==> src/shared/slow_ctrl_pkg.sv <==
package slow_ctrl_pkg;

    localparam int ADDR_W   = 8;
    localparam int DATA_W   = 32;
    localparam int MODE_W   = 2;
    localparam int DEAD_W   = 16;
    localparam int DELAY_W  = 6;
    localparam int FRAME_W  = 8;
    localparam int OFS_W    = 8;
    localparam int INPUT_W  = 32;
    localparam int PULSE_W  = 3;

    ////////////////////////////////////////////////////////////////////////
    // Control register offsets
    localparam logic [7:0] OFS_TOB_READOUT_EN = 8'h00;
    localparam logic [7:0] OFS_INPUT_MASK     = 8'h01;
    localparam logic [7:0] OFS_RO_MODE        = 8'h02;
    localparam logic [7:0] OFS_RO_MASK        = 8'h03;
    localparam logic [7:0] OFS_DEAD_TIME      = 8'h04;
    localparam logic [7:0] OFS_INPUT_DELAY    = 8'h05;
    localparam logic [7:0] OFS_FRAME_LEN      = 8'h06;
    localparam logic [7:0] OFS_RO_OFS_INPUT   = 8'h07;
    localparam logic [7:0] OFS_RO_OFS_INTER   = 8'h08;
    localparam logic [7:0] OFS_RO_OFS_FINAL   = 8'h09;

    // Status register offsets
    localparam logic [7:0] OFS_ERR_CHECK      = 8'h10;
    localparam logic [7:0] OFS_ERR_COUNT      = 8'h11;
    localparam logic [7:0] OFS_ERR_LATCH      = 8'h12;
    localparam logic [7:0] OFS_ERR_MASK       = 8'h13;
    localparam logic [7:0] OFS_RO_STATUS      = 8'h14;

    // Pulse register and its bit positions
    localparam logic [7:0] OFS_PULSE          = 8'h20;
    localparam int PULSE_CLEAR_ERR     = 0;
    localparam int PULSE_READOUT_RESET = 1;
    localparam int PULSE_SPY_ARM       = 2;

    ////////////////////////////////////////////////////////////////////////
    // Memory windows
    localparam logic [7:0] RAM_BASE   = 8'h40;
    localparam int         RAM_AW     = 6;
    localparam int         RAM_DEPTH  = 64;
    localparam logic [7:0] FIFO_BASE  = 8'h80;
    localparam int         FIFO_AW    = 4;
    localparam int         FIFO_DEPTH = 16;
    localparam int         CNT_W      = FIFO_AW + 1;

    typedef struct packed {
        logic              wr;
        logic              rd;
        logic [ADDR_W-1:0] addr;
        logic [DATA_W-1:0] wdata;
    } access_type;

    typedef struct packed {
        logic               tob_readout_en;
        logic [INPUT_W-1:0] input_mask;
        logic [MODE_W-1:0]  ro_mode;
        logic [INPUT_W-1:0] ro_mask;
        logic [DEAD_W-1:0]  dead_time;
        logic [DELAY_W-1:0] input_delay;
        logic [FRAME_W-1:0] frame_len;
        logic [OFS_W-1:0]   ofs_input;
        logic [OFS_W-1:0]   ofs_inter;
        logic [OFS_W-1:0]   ofs_final;
    } params_type;

    localparam params_type PARAMS_RESET = '0;
    localparam logic [DATA_W-1:0] DATA_RESET = 32'h0000_0000;

endpackage

==> src/logic/slow_ctrl_bank.sv <==
`timescale 1ns/1ps
module slow_ctrl_bank (
    input  wire logic                                 clk,
    input  wire logic                                 rst_n,
    input  wire slow_ctrl_pkg::access_type            req,
    output logic                                      rd_valid,
    output logic      [slow_ctrl_pkg::DATA_W-1:0]     rd_data,
    output slow_ctrl_pkg::params_type                 params,
    output logic      [slow_ctrl_pkg::PULSE_W-1:0]    pulse,
    input  wire logic [slow_ctrl_pkg::DATA_W-1:0]     err_check,
    input  wire logic [slow_ctrl_pkg::INPUT_W-1:0]    input_err,
    input  wire logic                                 spy_we,
    input  wire logic [slow_ctrl_pkg::RAM_AW-1:0]     spy_addr,
    input  wire logic [slow_ctrl_pkg::DATA_W-1:0]     spy_data,
    input  wire logic                                 fifo_push,
    input  wire logic [slow_ctrl_pkg::DATA_W-1:0]     fifo_data,
    input  wire logic                                 fifo_pop,
    output logic                                      fifo_out_valid,
    output logic      [slow_ctrl_pkg::DATA_W-1:0]     fifo_out_data,
    output logic                                      fifo_full,
    output logic                                      fifo_empty
);

    ////////////////////////////////////////////////////////////////////////
    // Reset release

    logic rst_meta;
    logic rst_n_sync;

    always_ff @(posedge clk or negedge rst_n) begin
        if (!rst_n) begin
            rst_meta   <= 1'b0;
            rst_n_sync <= 1'b0;
        end else begin
            rst_meta   <= 1'b1;
            rst_n_sync <= rst_meta;
        end
    end

    function automatic logic in_window(input logic [7:0] a,
                                       input logic [7:0] base,
                                       input int         depth);
        in_window = (a >= base) && ({24'h0, a} < {24'h0, base} + depth);
    endfunction

    logic wr_ctrl;
    logic wr_ram;
    logic rd_fifo;
    assign wr_ctrl = req.wr;
    assign wr_ram  = req.wr && in_window(req.addr, slow_ctrl_pkg::RAM_BASE,
                                         slow_ctrl_pkg::RAM_DEPTH);
    assign rd_fifo = in_window(req.addr, slow_ctrl_pkg::FIFO_BASE,
                               slow_ctrl_pkg::FIFO_DEPTH);

    ////////////////////////////////////////////////////////////////////////
    // Control registers, only bus writes touch them; undefined bits dropped

    always_ff @(posedge clk or negedge rst_n_sync) begin
        if (!rst_n_sync) begin
            params <= slow_ctrl_pkg::PARAMS_RESET;
        end else if (wr_ctrl) begin
            if (req.addr == slow_ctrl_pkg::OFS_TOB_READOUT_EN) begin
                params.tob_readout_en <= req.wdata[0];
            end else if (req.addr == slow_ctrl_pkg::OFS_INPUT_MASK) begin
                params.input_mask <= req.wdata;
            end else if (req.addr == slow_ctrl_pkg::OFS_RO_MODE) begin
                params.ro_mode <= req.wdata[slow_ctrl_pkg::MODE_W-1:0];
            end else if (req.addr == slow_ctrl_pkg::OFS_RO_MASK) begin
                params.ro_mask <= req.wdata;
            end else if (req.addr == slow_ctrl_pkg::OFS_DEAD_TIME) begin
                params.dead_time <= req.wdata[slow_ctrl_pkg::DEAD_W-1:0];
            end else if (req.addr == slow_ctrl_pkg::OFS_INPUT_DELAY) begin
                params.input_delay <= req.wdata[slow_ctrl_pkg::DELAY_W-1:0];
            end else if (req.addr == slow_ctrl_pkg::OFS_FRAME_LEN) begin
                params.frame_len <= req.wdata[slow_ctrl_pkg::FRAME_W-1:0];
            end else if (req.addr == slow_ctrl_pkg::OFS_RO_OFS_INPUT) begin
                params.ofs_input <= req.wdata[slow_ctrl_pkg::OFS_W-1:0];
            end else if (req.addr == slow_ctrl_pkg::OFS_RO_OFS_INTER) begin
                params.ofs_inter <= req.wdata[slow_ctrl_pkg::OFS_W-1:0];
            end else if (req.addr == slow_ctrl_pkg::OFS_RO_OFS_FINAL) begin
                params.ofs_final <= req.wdata[slow_ctrl_pkg::OFS_W-1:0];
            end
        end
    end

    ////////////////////////////////////////////////////////////////////////
    // Pulse register

    always_ff @(posedge clk or negedge rst_n_sync) begin
        if (!rst_n_sync) begin
            pulse <= '0;
        end else if (req.wr && req.addr == slow_ctrl_pkg::OFS_PULSE) begin
            pulse <= req.wdata[slow_ctrl_pkg::PULSE_W-1:0];
        end else begin
            pulse <= '0;
        end
    end

    ////////////////////////////////////////////////////////////////////////
    // Status registers, written by module logic only

    logic                                 err_latch;
    logic [slow_ctrl_pkg::INPUT_W-1:0]    err_mask;
    logic [slow_ctrl_pkg::DATA_W-1:0]     err_count;
    logic                                 clear_err;
    assign clear_err = pulse[slow_ctrl_pkg::PULSE_CLEAR_ERR];

    // A new error in the clearing cycle survives the clear
    always_ff @(posedge clk or negedge rst_n_sync) begin
        if (!rst_n_sync) begin
            err_latch <= 1'b0;
            err_mask  <= '0;
        end else begin
            err_latch <= (err_latch && !clear_err) || (|input_err);
            err_mask  <= (clear_err ? '0 : err_mask) | input_err;
        end
    end

    // Saturates rather than wrapping, so a flood never reads as quiet
    always_ff @(posedge clk or negedge rst_n_sync) begin
        if (!rst_n_sync) begin
            err_count <= slow_ctrl_pkg::DATA_RESET;
        end else if (|input_err) begin
            if (clear_err) begin
                err_count <= 32'h0000_0001;
            end else if (err_count != 32'hffff_ffff) begin
                err_count <= err_count + 32'h0000_0001;
            end
        end else if (clear_err) begin
            err_count <= slow_ctrl_pkg::DATA_RESET;
        end
    end

    ////////////////////////////////////////////////////////////////////////
    // Readout FIFO with non-destructive peek

    logic [slow_ctrl_pkg::DATA_W-1:0]  fifo_mem [slow_ctrl_pkg::FIFO_DEPTH];
    logic [slow_ctrl_pkg::FIFO_AW-1:0] wr_ptr;
    logic [slow_ctrl_pkg::FIFO_AW-1:0] rd_ptr;
    logic [slow_ctrl_pkg::CNT_W-1:0]   fifo_count;
    logic [slow_ctrl_pkg::CNT_W-1:0]   next_fifo_count;
    logic                              do_push;
    logic                              do_pop;
    logic                              flush;

    assign flush   = pulse[slow_ctrl_pkg::PULSE_READOUT_RESET];
    assign do_push = fifo_push && !fifo_full;
    assign do_pop  = fifo_pop && !fifo_empty;

    always_comb begin
        next_fifo_count = fifo_count;
        if (flush) begin
            next_fifo_count = '0;
        end else if (do_push && !do_pop) begin
            next_fifo_count = fifo_count + 5'h01;
        end else if (do_pop && !do_push) begin
            next_fifo_count = fifo_count - 5'h01;
        end
    end

    always_ff @(posedge clk) begin
        if (do_push) begin
            fifo_mem[wr_ptr] <= fifo_data;
        end
    end

    always_ff @(posedge clk or negedge rst_n_sync) begin
        if (!rst_n_sync) begin
            wr_ptr         <= '0;
            rd_ptr         <= '0;
            fifo_count     <= '0;
            fifo_full      <= 1'b0;
            fifo_empty     <= 1'b1;
            fifo_out_valid <= 1'b0;
            fifo_out_data  <= slow_ctrl_pkg::DATA_RESET;
        end else begin
            fifo_count     <= next_fifo_count;
            fifo_full      <= next_fifo_count == 5'h10;
            fifo_empty     <= next_fifo_count == 5'h00;
            fifo_out_valid <= do_pop && !flush;
            if (do_pop) begin
                fifo_out_data <= fifo_mem[rd_ptr];
            end
            if (flush) begin
                wr_ptr <= '0;
                rd_ptr <= '0;
            end else begin
                wr_ptr <= do_push ? wr_ptr + 4'h1 : wr_ptr;
                rd_ptr <= do_pop ? rd_ptr + 4'h1 : rd_ptr;
            end
        end
    end

    ////////////////////////////////////////////////////////////////////////
    // Spy and readout RAM

    logic [slow_ctrl_pkg::DATA_W-1:0] ram_rdata;

    readout_ram u_ram (
        .clk     (clk),
        .a_we    (wr_ram),
        .a_addr  (req.addr[slow_ctrl_pkg::RAM_AW-1:0]),
        .a_wdata (req.wdata),
        .a_rdata (ram_rdata),
        .b_we    (spy_we),
        .b_addr  (spy_addr),
        .b_wdata (spy_data)
    );

    ////////////////////////////////////////////////////////////////////////
    // Read path, sampled in one edge so every word is one snapshot

    logic [slow_ctrl_pkg::DATA_W-1:0]  next_rd_data;
    logic [slow_ctrl_pkg::FIFO_AW-1:0] peek_idx;
    assign peek_idx = req.addr[slow_ctrl_pkg::FIFO_AW-1:0];

    always_comb begin
        next_rd_data = '0;
        if (req.addr == slow_ctrl_pkg::OFS_TOB_READOUT_EN) begin
            next_rd_data = 32'(params.tob_readout_en);
        end else if (req.addr == slow_ctrl_pkg::OFS_INPUT_MASK) begin
            next_rd_data = params.input_mask;
        end else if (req.addr == slow_ctrl_pkg::OFS_RO_MODE) begin
            next_rd_data = 32'(params.ro_mode);
        end else if (req.addr == slow_ctrl_pkg::OFS_RO_MASK) begin
            next_rd_data = params.ro_mask;
        end else if (req.addr == slow_ctrl_pkg::OFS_DEAD_TIME) begin
            next_rd_data = 32'(params.dead_time);
        end else if (req.addr == slow_ctrl_pkg::OFS_INPUT_DELAY) begin
            next_rd_data = 32'(params.input_delay);
        end else if (req.addr == slow_ctrl_pkg::OFS_FRAME_LEN) begin
            next_rd_data = 32'(params.frame_len);
        end else if (req.addr == slow_ctrl_pkg::OFS_RO_OFS_INPUT) begin
            next_rd_data = 32'(params.ofs_input);
        end else if (req.addr == slow_ctrl_pkg::OFS_RO_OFS_INTER) begin
            next_rd_data = 32'(params.ofs_inter);
        end else if (req.addr == slow_ctrl_pkg::OFS_RO_OFS_FINAL) begin
            next_rd_data = 32'(params.ofs_final);
        end else if (req.addr == slow_ctrl_pkg::OFS_ERR_CHECK) begin
            next_rd_data = err_check;
        end else if (req.addr == slow_ctrl_pkg::OFS_ERR_COUNT) begin
            next_rd_data = err_count;
        end else if (req.addr == slow_ctrl_pkg::OFS_ERR_LATCH) begin
            next_rd_data = 32'(err_latch);
        end else if (req.addr == slow_ctrl_pkg::OFS_ERR_MASK) begin
            next_rd_data = err_mask;
        end else if (req.addr == slow_ctrl_pkg::OFS_RO_STATUS) begin
            next_rd_data = {19'h0, fifo_count, params.frame_len};
        end else if (in_window(req.addr, slow_ctrl_pkg::RAM_BASE,
                               slow_ctrl_pkg::RAM_DEPTH)) begin
            next_rd_data = ram_rdata;
        end else if (rd_fifo && ({1'b0, peek_idx} < fifo_count)) begin
            next_rd_data = fifo_mem[rd_ptr + peek_idx];
        end
    end

    always_ff @(posedge clk or negedge rst_n_sync) begin
        if (!rst_n_sync) begin
            rd_valid <= 1'b0;
            rd_data  <= slow_ctrl_pkg::DATA_RESET;
        end else begin
            rd_valid <= req.rd;
            if (req.rd) begin
                rd_data <= next_rd_data;
            end
        end
    end

    ////////////////////////////////////////////////////////////////////////
    // Checks

    read_answers_a: assert property (@(posedge clk) disable iff (!rst_n_sync)
        req.rd |=> rd_valid) else $error("read not answered");

    pulse_reads_zero_a: assert property (@(posedge clk)
        disable iff (!rst_n_sync)
        req.rd && req.addr == slow_ctrl_pkg::OFS_PULSE |=> rd_data == '0)
        else $error("pulse register read nonzero");

    pulse_follows_write_a: assert property (@(posedge clk)
        disable iff (!rst_n_sync)
        req.wr && req.addr == slow_ctrl_pkg::OFS_PULSE
        |=> pulse == $past(req.wdata[2:0]))
        else $error("pulse differs from written bits");

    pulse_one_cycle_a: assert property (@(posedge clk)
        disable iff (!rst_n_sync)
        pulse != '0 && !(req.wr && req.addr == slow_ctrl_pkg::OFS_PULSE)
        |=> pulse == '0) else $error("pulse longer than one cycle");

    ctrl_readback_a: assert property (@(posedge clk)
        disable iff (!rst_n_sync)
        (req.wr && req.addr == slow_ctrl_pkg::OFS_FRAME_LEN) ##1
        (req.rd && req.addr == slow_ctrl_pkg::OFS_FRAME_LEN)
        |=> rd_data == {24'h0, $past(req.wdata[7:0], 2)})
        else $error("frame length read back wrong");

    ctrl_hold_a: assert property (@(posedge clk) disable iff (!rst_n_sync)
        !req.wr |=> $stable(params)) else $error("control changed");

    status_write_ignored_a: assert property (@(posedge clk)
        disable iff (!rst_n_sync)
        req.wr && req.addr == slow_ctrl_pkg::OFS_ERR_COUNT
        && input_err == '0 && !clear_err |=> $stable(err_count))
        else $error("status count changed by write");

    count_snapshot_a: assert property (@(posedge clk)
        disable iff (!rst_n_sync)
        req.rd && req.addr == slow_ctrl_pkg::OFS_ERR_COUNT
        |=> rd_data == $past(err_count)) else $error("count read torn");

    error_latch_sets_a: assert property (@(posedge clk)
        disable iff (!rst_n_sync)
        input_err != '0 |=> err_latch && (err_mask & $past(input_err))
        == $past(input_err)) else $error("error not latched");

    peek_keeps_fifo_a: assert property (@(posedge clk)
        disable iff (!rst_n_sync)
        req.rd && rd_fifo && !fifo_push && !fifo_pop && !flush
        |=> fifo_count == $past(fifo_count)) else $error("peek changed fifo");

    ram_readback_a: assert property (@(posedge clk)
        disable iff (!rst_n_sync)
        (wr_ram && !spy_we) ##1
        (req.rd && req.addr == $past(req.addr) && !spy_we)
        |=> rd_data == $past(req.wdata, 2)) else $error("ram read back wrong");

endmodule // slow_ctrl_bank

==> src/logic/readout_ram.sv <==
`timescale 1ns/1ps
module readout_ram (
    input  wire logic                                   clk,
    input  wire logic                                   a_we,
    input  wire logic [slow_ctrl_pkg::RAM_AW-1:0]       a_addr,
    input  wire logic [slow_ctrl_pkg::DATA_W-1:0]       a_wdata,
    output logic      [slow_ctrl_pkg::DATA_W-1:0]       a_rdata,
    input  wire logic                                   b_we,
    input  wire logic [slow_ctrl_pkg::RAM_AW-1:0]       b_addr,
    input  wire logic [slow_ctrl_pkg::DATA_W-1:0]       b_wdata
);

    logic [slow_ctrl_pkg::DATA_W-1:0] mem [slow_ctrl_pkg::RAM_DEPTH];

    // Readout side is written after the controller, so it wins a collision
    always_ff @(posedge clk) begin
        if (a_we) begin
            mem[a_addr] <= a_wdata;
        end
        if (b_we) begin
            mem[b_addr] <= b_wdata;
        end
    end

    assign a_rdata = mem[a_addr];

endmodule // readout_ram

==> config.mk <==
export PLATFORM = sky130hd
export DESIGN_NAME = slow_ctrl_bank
export DESIGN_NICKNAME = d
export VERILOG_FILES = /design/src/shared/slow_ctrl_pkg.sv /design/src/logic/slow_ctrl_bank.sv /design/src/logic/readout_ram.sv
export SDC_FILE = /design/constraint.sdc
export NUM_CORES = 2
export LEC_CHECK = 0
export BUFFER_PORTS_ARGS = -buffer_cell sky130_fd_sc_hd__buf_4
export CAP_MARGIN = 20
export CORE_ASPECT_RATIO = 1.1
export CORE_UTILIZATION = 25
export CTS_CLUSTER_DIAMETER = 150
export DETAILED_ROUTE_END_ITERATION = 10
export MAX_ROUTING_LAYER = met4
export PLACE_DENSITY_LB_ADDON = 0.12
export SKIP_LAST_GASP = 1
export SYNTH_ARGS = -nofsm -noshare
export SYNTH_HDL_FRONTEND = slang
export SYNTH_SLANG_ARGS = --single-unit
==> constraint.sdc <==
create_clock -name clk -period 7.8 [get_ports clk]
set_input_delay 0.39 -clock clk [delete_from_list [all_inputs] [get_ports clk]]
set_output_delay 0.39 -clock clk [all_outputs]
set_load 0.01 [all_outputs]
# Word level (Yosys, flattened, before mapping)
# Memories as Yosys holds them, arrays and structs flattened. A register that Yosys moved wholly into a read port is not among the register bits.
# Cells that the tools add are included.
# word_totals
regBits,240
mem_bits_rw,2560
in_bits,181
out_inout_bits,192
wordCells,137
n_memories,2
# op_classes
n_addsub,6
magnitude_cmp,5
n_eq_ne,17
n_mux,36
n_bitwise,10
n_reduce_logical,37
# memory_table
memory,depth,width,read_ports,rd_ports_with_merged_regs,wr,line_no,text
u_ram.mem,64,32,1,0,2,readout_ram.sv:13,logic [slow_ctrl_pkg::DATA_W-1:0] mem [slow_ctrl_pkg::RAM_DEPTH];
fifo_mem,16,32,2,1,1,slow_ctrl_bank.sv:137,logic [slow_ctrl_pkg::DATA_W-1:0] fifo_mem [slow_ctrl_pkg::FIFO_DEPTH];
# op_table
cell,count
$mux 32,22
$eq 8x5->1 const B,5
$add 32x1->32 const B,1
$eq 8x3->1 const B,4
$ne 32x32->1 const B,1
$or 32x32->32,1
$reduce_or 32->1,1
$eq 8x2->1 const B,2
$eq 8x4->1 const B,2
$lt 8x8->1 const B,2
$mux 4,4
$mux 5,3
$logic_and 1x1->1,11
$reduce_and 11->1,1
$reduce_and 10->1,1
$not 1->1,9
$reduce_and 9->1,1
$add 4x1->4 const B,2
$eq 8x1->1 const B,1
$eq 8x6->1 const B,1
$ge 8x7->1 const B,1
$ge 8x8->1 const B,1
$logic_not 8->1,1
$reduce_and 8->1,1
other kinds (17),32

# Logic depth before layout (Yosys ltp)
# logic_depth
ltp_word,20
depth_mapped,15
depth_no_buf,9

# Hierarchy
# A second synthesis with hierarchy kept.
# hier_totals
cells_unflattened,9661
area_unflattened_um2,141275.5
# by_module_without_submodules
module,instances,cells_per_inst,area_each_um2,seq_area_each_um2
readout_ram,1,7153,103981.0,61499.0
slow_ctrl_bank,1,2508,37294.5,22182.5

# Worst setup path before layout
# No wires, ideal clock.
# synth_timing
path_kind,in2reg
startpoint,input req[34] (netlist bit)
endpoint,"memory u_ram.mem[61][0] (netlist bit), enable pin"
setup_time_ps,466
t_arrival_ps,4527
required_ps,7334
setup_slack_ps,2808
path_stages,7
path_buffers,5
cell_sequence,buf_2 > buf_1 > buf_2 > clkbuf_1 > buf_1 > nand4_1 > o21ai_0
# synth_lines
item,line_no,text
"start, declared",slow_ctrl_bank.sv:5,"input wire slow_ctrl_pkg::access_type req,"
"end, declared",readout_ram.sv:13,

# Worst setup path after layout
# layout_timing
startpoint,register rd_ptr[1] (netlist bit)
endpoint,register rd_data[29] (netlist bit)
# layout_via
elab_chain_len,19
# layout_rtl
item,line_no,text
"start, declared",slow_ctrl_bank.sv:139,logic [slow_ctrl_pkg::FIFO_AW-1:0] rd_ptr;
"start signal, assigned",slow_ctrl_bank.sv:189,rd_ptr <= do_pop ? rd_ptr + 4'h1 : rd_ptr;
$add 4x4->4,slow_ctrl_bank.sv:253,next_rd_data = fifo_mem[rd_ptr + peek_idx];
$mem_v2 16x32,-,
$mux 32,slow_ctrl_bank.sv:252,"end else if (rd_fifo && ({1'b0, peek_idx} < fifo_count)) begin"
$mux 32,slow_ctrl_bank.sv:249,"end else if (in_window(req.addr, slow_ctrl_pkg::RAM_BASE,"
$mux 32,slow_ctrl_bank.sv:247,end else if (req.addr == slow_ctrl_pkg::OFS_RO_STATUS) begin
$mux 32,slow_ctrl_bank.sv:245,end else if (req.addr == slow_ctrl_pkg::OFS_ERR_MASK) begin
$mux 32,slow_ctrl_bank.sv:243,end else if (req.addr == slow_ctrl_pkg::OFS_ERR_LATCH) begin
$mux 32,slow_ctrl_bank.sv:241,end else if (req.addr == slow_ctrl_pkg::OFS_ERR_COUNT) begin
[... 3 more ...],-,
$mux 32,slow_ctrl_bank.sv:233,end else if (req.addr == slow_ctrl_pkg::OFS_RO_OFS_INPUT) begin
$mux 32,slow_ctrl_bank.sv:231,end else if (req.addr == slow_ctrl_pkg::OFS_FRAME_LEN) begin
$mux 32,slow_ctrl_bank.sv:229,end else if (req.addr == slow_ctrl_pkg::OFS_INPUT_DELAY) begin
$mux 32,slow_ctrl_bank.sv:227,end else if (req.addr == slow_ctrl_pkg::OFS_DEAD_TIME) begin
$mux 32,slow_ctrl_bank.sv:225,end else if (req.addr == slow_ctrl_pkg::OFS_RO_MASK) begin
$mux 32,slow_ctrl_bank.sv:223,end else if (req.addr == slow_ctrl_pkg::OFS_RO_MODE) begin
$mux 32,slow_ctrl_bank.sv:221,end else if (req.addr == slow_ctrl_pkg::OFS_INPUT_MASK) begin
$mux 32,slow_ctrl_bank.sv:219,if (req.addr == slow_ctrl_pkg::OFS_TOB_READOUT_EN) begin
"end signal, assigned",slow_ctrl_bank.sv:260,rd_data <= slow_ctrl_pkg::DATA_RESET;
"end signal, assigned",slow_ctrl_bank.sv:264,rd_data <= next_rd_data;
"end, declared",slow_ctrl_bank.sv:7,"output logic [slow_ctrl_pkg::DATA_W-1:0] rd_data,"
# No other way between the ends.
# A chain may end at the register's enable or synchronous reset.

==> impl_metrics.json <==
{
  "status": "complete, no violations",
  "cp-end-kind": "flop",
  "rsz0062_at_grt": "no",
  "setup_tns_ps": 0,
  "crit_path_max_incr_delay_ps": 1080,
  "path_cells": "fa_4 -> buf_4 -> mux4_2 -> mux2i_1 -> mux2i_1 -> a221o_1 -> o211ai_1 -> o21ai_1",
  "syn_nets": 8669,
  "startpoint_type": "flop",
  "wl_per_cell_um": 38.4,
  "area_growth_pct": 17.0,
  "final_core_util": 0.294,
  "yosys.cell_types.count": 79,
  "cts_root_buf": "clkbuf_16",
  "grt_pass1_vias": 87200,
  "crit_buf_inv": 1,
  "max_freq_mhz": 222,
  "cts_buffers": 350,
  "ys_seq_area_frac": 0.594,
  "p_sw_frac": 0.301,
  "muxShareOfSynthArea": 0.318,
  "period_share": 0.578,
  "nets": 8791,
  "clkPwrFrac": 0.376,
  "seqPwrFrac": 0.417,
  "p_switching_w": 0.0128,
  "io_buffers": 372,
  "cts.path.max_buffers": 4,
  "syn_area_per_cell_um2": 16.6,
  "synth_compound_area_frac": 0.0314,
  "ir_drop_mv": 0.293,
  "drive_gt1_frac": 0.486,
  "cts_max_level": 5,
  "dp_hpwl_um": 375000,
  "setup_viol": 0,
  "start_util": 0.252,
  "first_iter_violations": 8513,
  "gp_congestion": 0.844,
  "synth_top_family_by_area": "multiplexers",
  "core_area_um2": 560000,
  "min_period_ps": 4510,
  "max-cap-violations": 0,
  "powerDensity_nw_per_um2": 257,
  "p_comb_frac": 0.207,
  "slew_headroom": 0.102,
  "postSynth.topFlopCell": "edfxtp_1",
  "ys_async_sr_fraction": 0.0960,
  "antenna_left": 0,
  "firstDrtPassIters": 6,
  "cts_tree": "built",
  "yosysWarnings": 0,
  "grt_usage": 0.221,
  "synth_seq_cells": 2832,
  "stdcell_count": 16300,
  "worstPathRequired_ps": 8640,
  "grt_start_max_net_pins": 84,
  "final-hold-violation-count": 0,
  "worst_skew_pair.late_latency_ps": 990,
  "die_w_um": 718,
  "synth_cells": 8473,
  "row_count": 288,
  "critical_path_class": "reg2reg",
  "synth_xor_area_frac": 0.00267,
  "numClockSinks": 2832,
  "wl_um": 626000,
  "synth-edff-count": 2560,
  "die_h_um": 790,
  "arrival_ps": 5350,
  "num_io_pins": 373,
  "synthSimpleGateAreaFrac": 0.0235,
  "slew_viol_final": 0,
  "synth_area_leader_cell": "edfxtp_1",
  "cts_setup_buffers": 0,
  "worst_slew_pin_slew_ps": 1350,
  "clkTransAtPathRegs_ps": 60,
  "synth_adder_area_share": 0.00138,
  "placed_cells": 15500,
  "p_total_w": 0.0424,
  "mostFrequentLayoutCells": "edfxtp_1, mux2_2, mux4_2",
  "synth_top_area_share": 0.545,
  "cts_resized": 0,
  "fin_hold_ws_ps": 75.9,
  "p_int_w": 0.0296,
  "min_path_type": "in2reg",
  "fin_worst_skew_ps": 58.6,
  "grt_overflow": 0,
  "syn_area_um2": 141000,
  "dieArea_um2": 567000,
  "remaining_drc_errors": 0,
  "yosys-top-cells-area": "edfxtp_1, mux2_2, mux4_2",
  "cpLargestDelayFamily": "multiplexers",
  "cp_slowest_cell": "fa_4",
  "grt_antenna_before_repair": 77,
  "leakage_nw": 53.8,
  "grt_pass1_wl_um": 834000,
  "critPathMaxFanout": 40,
  "vias_per_cell": 5.22,
  "layout_commonest_cell": "edfxtp_1",
  "crit_path_frequent_cell": "mux2i_1",
  "via_count": 85200
}
## synth_stat cells (14+ instances only)
master and count:
dfrtp_1 271, nand2_1 296, o21ai_0 138, buf_4 36
a22o_1 23, a221oi_1 45, a21o_1 33, mux2i_1 229
buf_1 141, o22ai_1 56, buf_2 57, nor4_1 14
nand4_1 18, inv_1 14, nor3_1 30, a221o_1 20
nor2_1 150, buf_6 15, ha_1 14, nand3_1 79
edfxtp_1 2560, nor2b_1 14, o21ai_1 23, mux4_2 798
a21oi_1 67, mux2_2 2177, clkbuf_1 765, xor2_1 31
o211ai_1 33, and2_1 27, nand2b_1 22, o221ai_1 104
## power groups by stage
| stage | Clock, W | Sequential [W] | Combinational [W] |
|---|---|---|---|
| finish | 0.0159 | 0.0177 | 0.00879 |
| global route | 0.0168 | 0.0177 | 0.00924 |
| CTS | 0.0163 | 0.0177 | 0.00891 |
| detailed placement | 0 | 0.0180 | 0.00883 |
| global placement | 0 | 0.0180 | 0.00884 |
| floorplan | 0 | 0.0177 | 0.00520 |
## state kept, by name, indices dropped and copies added (netlist names), 3 cells and up
name,cells
err_mask,32
wr_ptr,4
fifo_count,5
rd_ptr,4
rd_data,32
pulse,3
fifo_out_data,32
u_ram.mem,2048
err_count,32
params,121
fifo_mem,512
## worst paths after layout
kind	start	end	slack, ps	cells past startpoint
max	rd_ptr[1]	rd_data[29]	3290	8
min	err_check[11]	rd_data[11]	80	4
max reg2reg	rd_ptr[1]	rd_data[29]	3290	8
min reg2reg	rst_meta	rst_n_sync	370	0
max in group asynchronous	rst_n_sync	params[95]	5640	2
min in group asynchronous	rst_n	rst_meta	290	3
## tightest hold or removal path, cell delays in order
cell and delay [ps]:
buf_4 150, o221a_2 220, o311ai_1 110, o2111ai_1 120
## stage by stage
step,setup WS [ps],area (um^2)
final,3290,165000
after global routing,3280,165000
after CTS,3370,165000
after detailed placement,2740,153000
after global placement,2600,153000
after floorplan,2810,141000
## layout make-up
cell class                      count  area (um^2)
Antenna cell                       62          155
Clock buffer                      477         9630
Clock inverter                    154         1230
Fill cell                       55300       395000
Inverter                           17         63.8
Multi-Input combinational cell   4610        54400
Sequential cell                  2832        83700
Tap cell                         7395         9250
Timing Repair Buffer              784         6460
## repair_timing
item / 4_1_cts / 5_1_grt
hold buffers: 110 / 0
hold endpoints to repair: 743 / 0
endpoints found under the setup margin: 0 / 0
## kinds of logic (layout without fill, tap and decap cells)
family	Yosys count	count (layout)
mux	3204	3204
simple gates	716	716
fa+ha+maj	15	15
xor+xnor	43	43
other cells	1	63
buf+inv	1031	1432
compound gates	631	631
flops	2832	2832
## per-layer routing
layer  GRT usage  share of wire
met4      0.0625          0.033
met1       0.280           0.42
met3      0.0244          0.047
met5           -              0
met2       0.375           0.50
No activity file was read; power rests on OpenSTA's default activity.
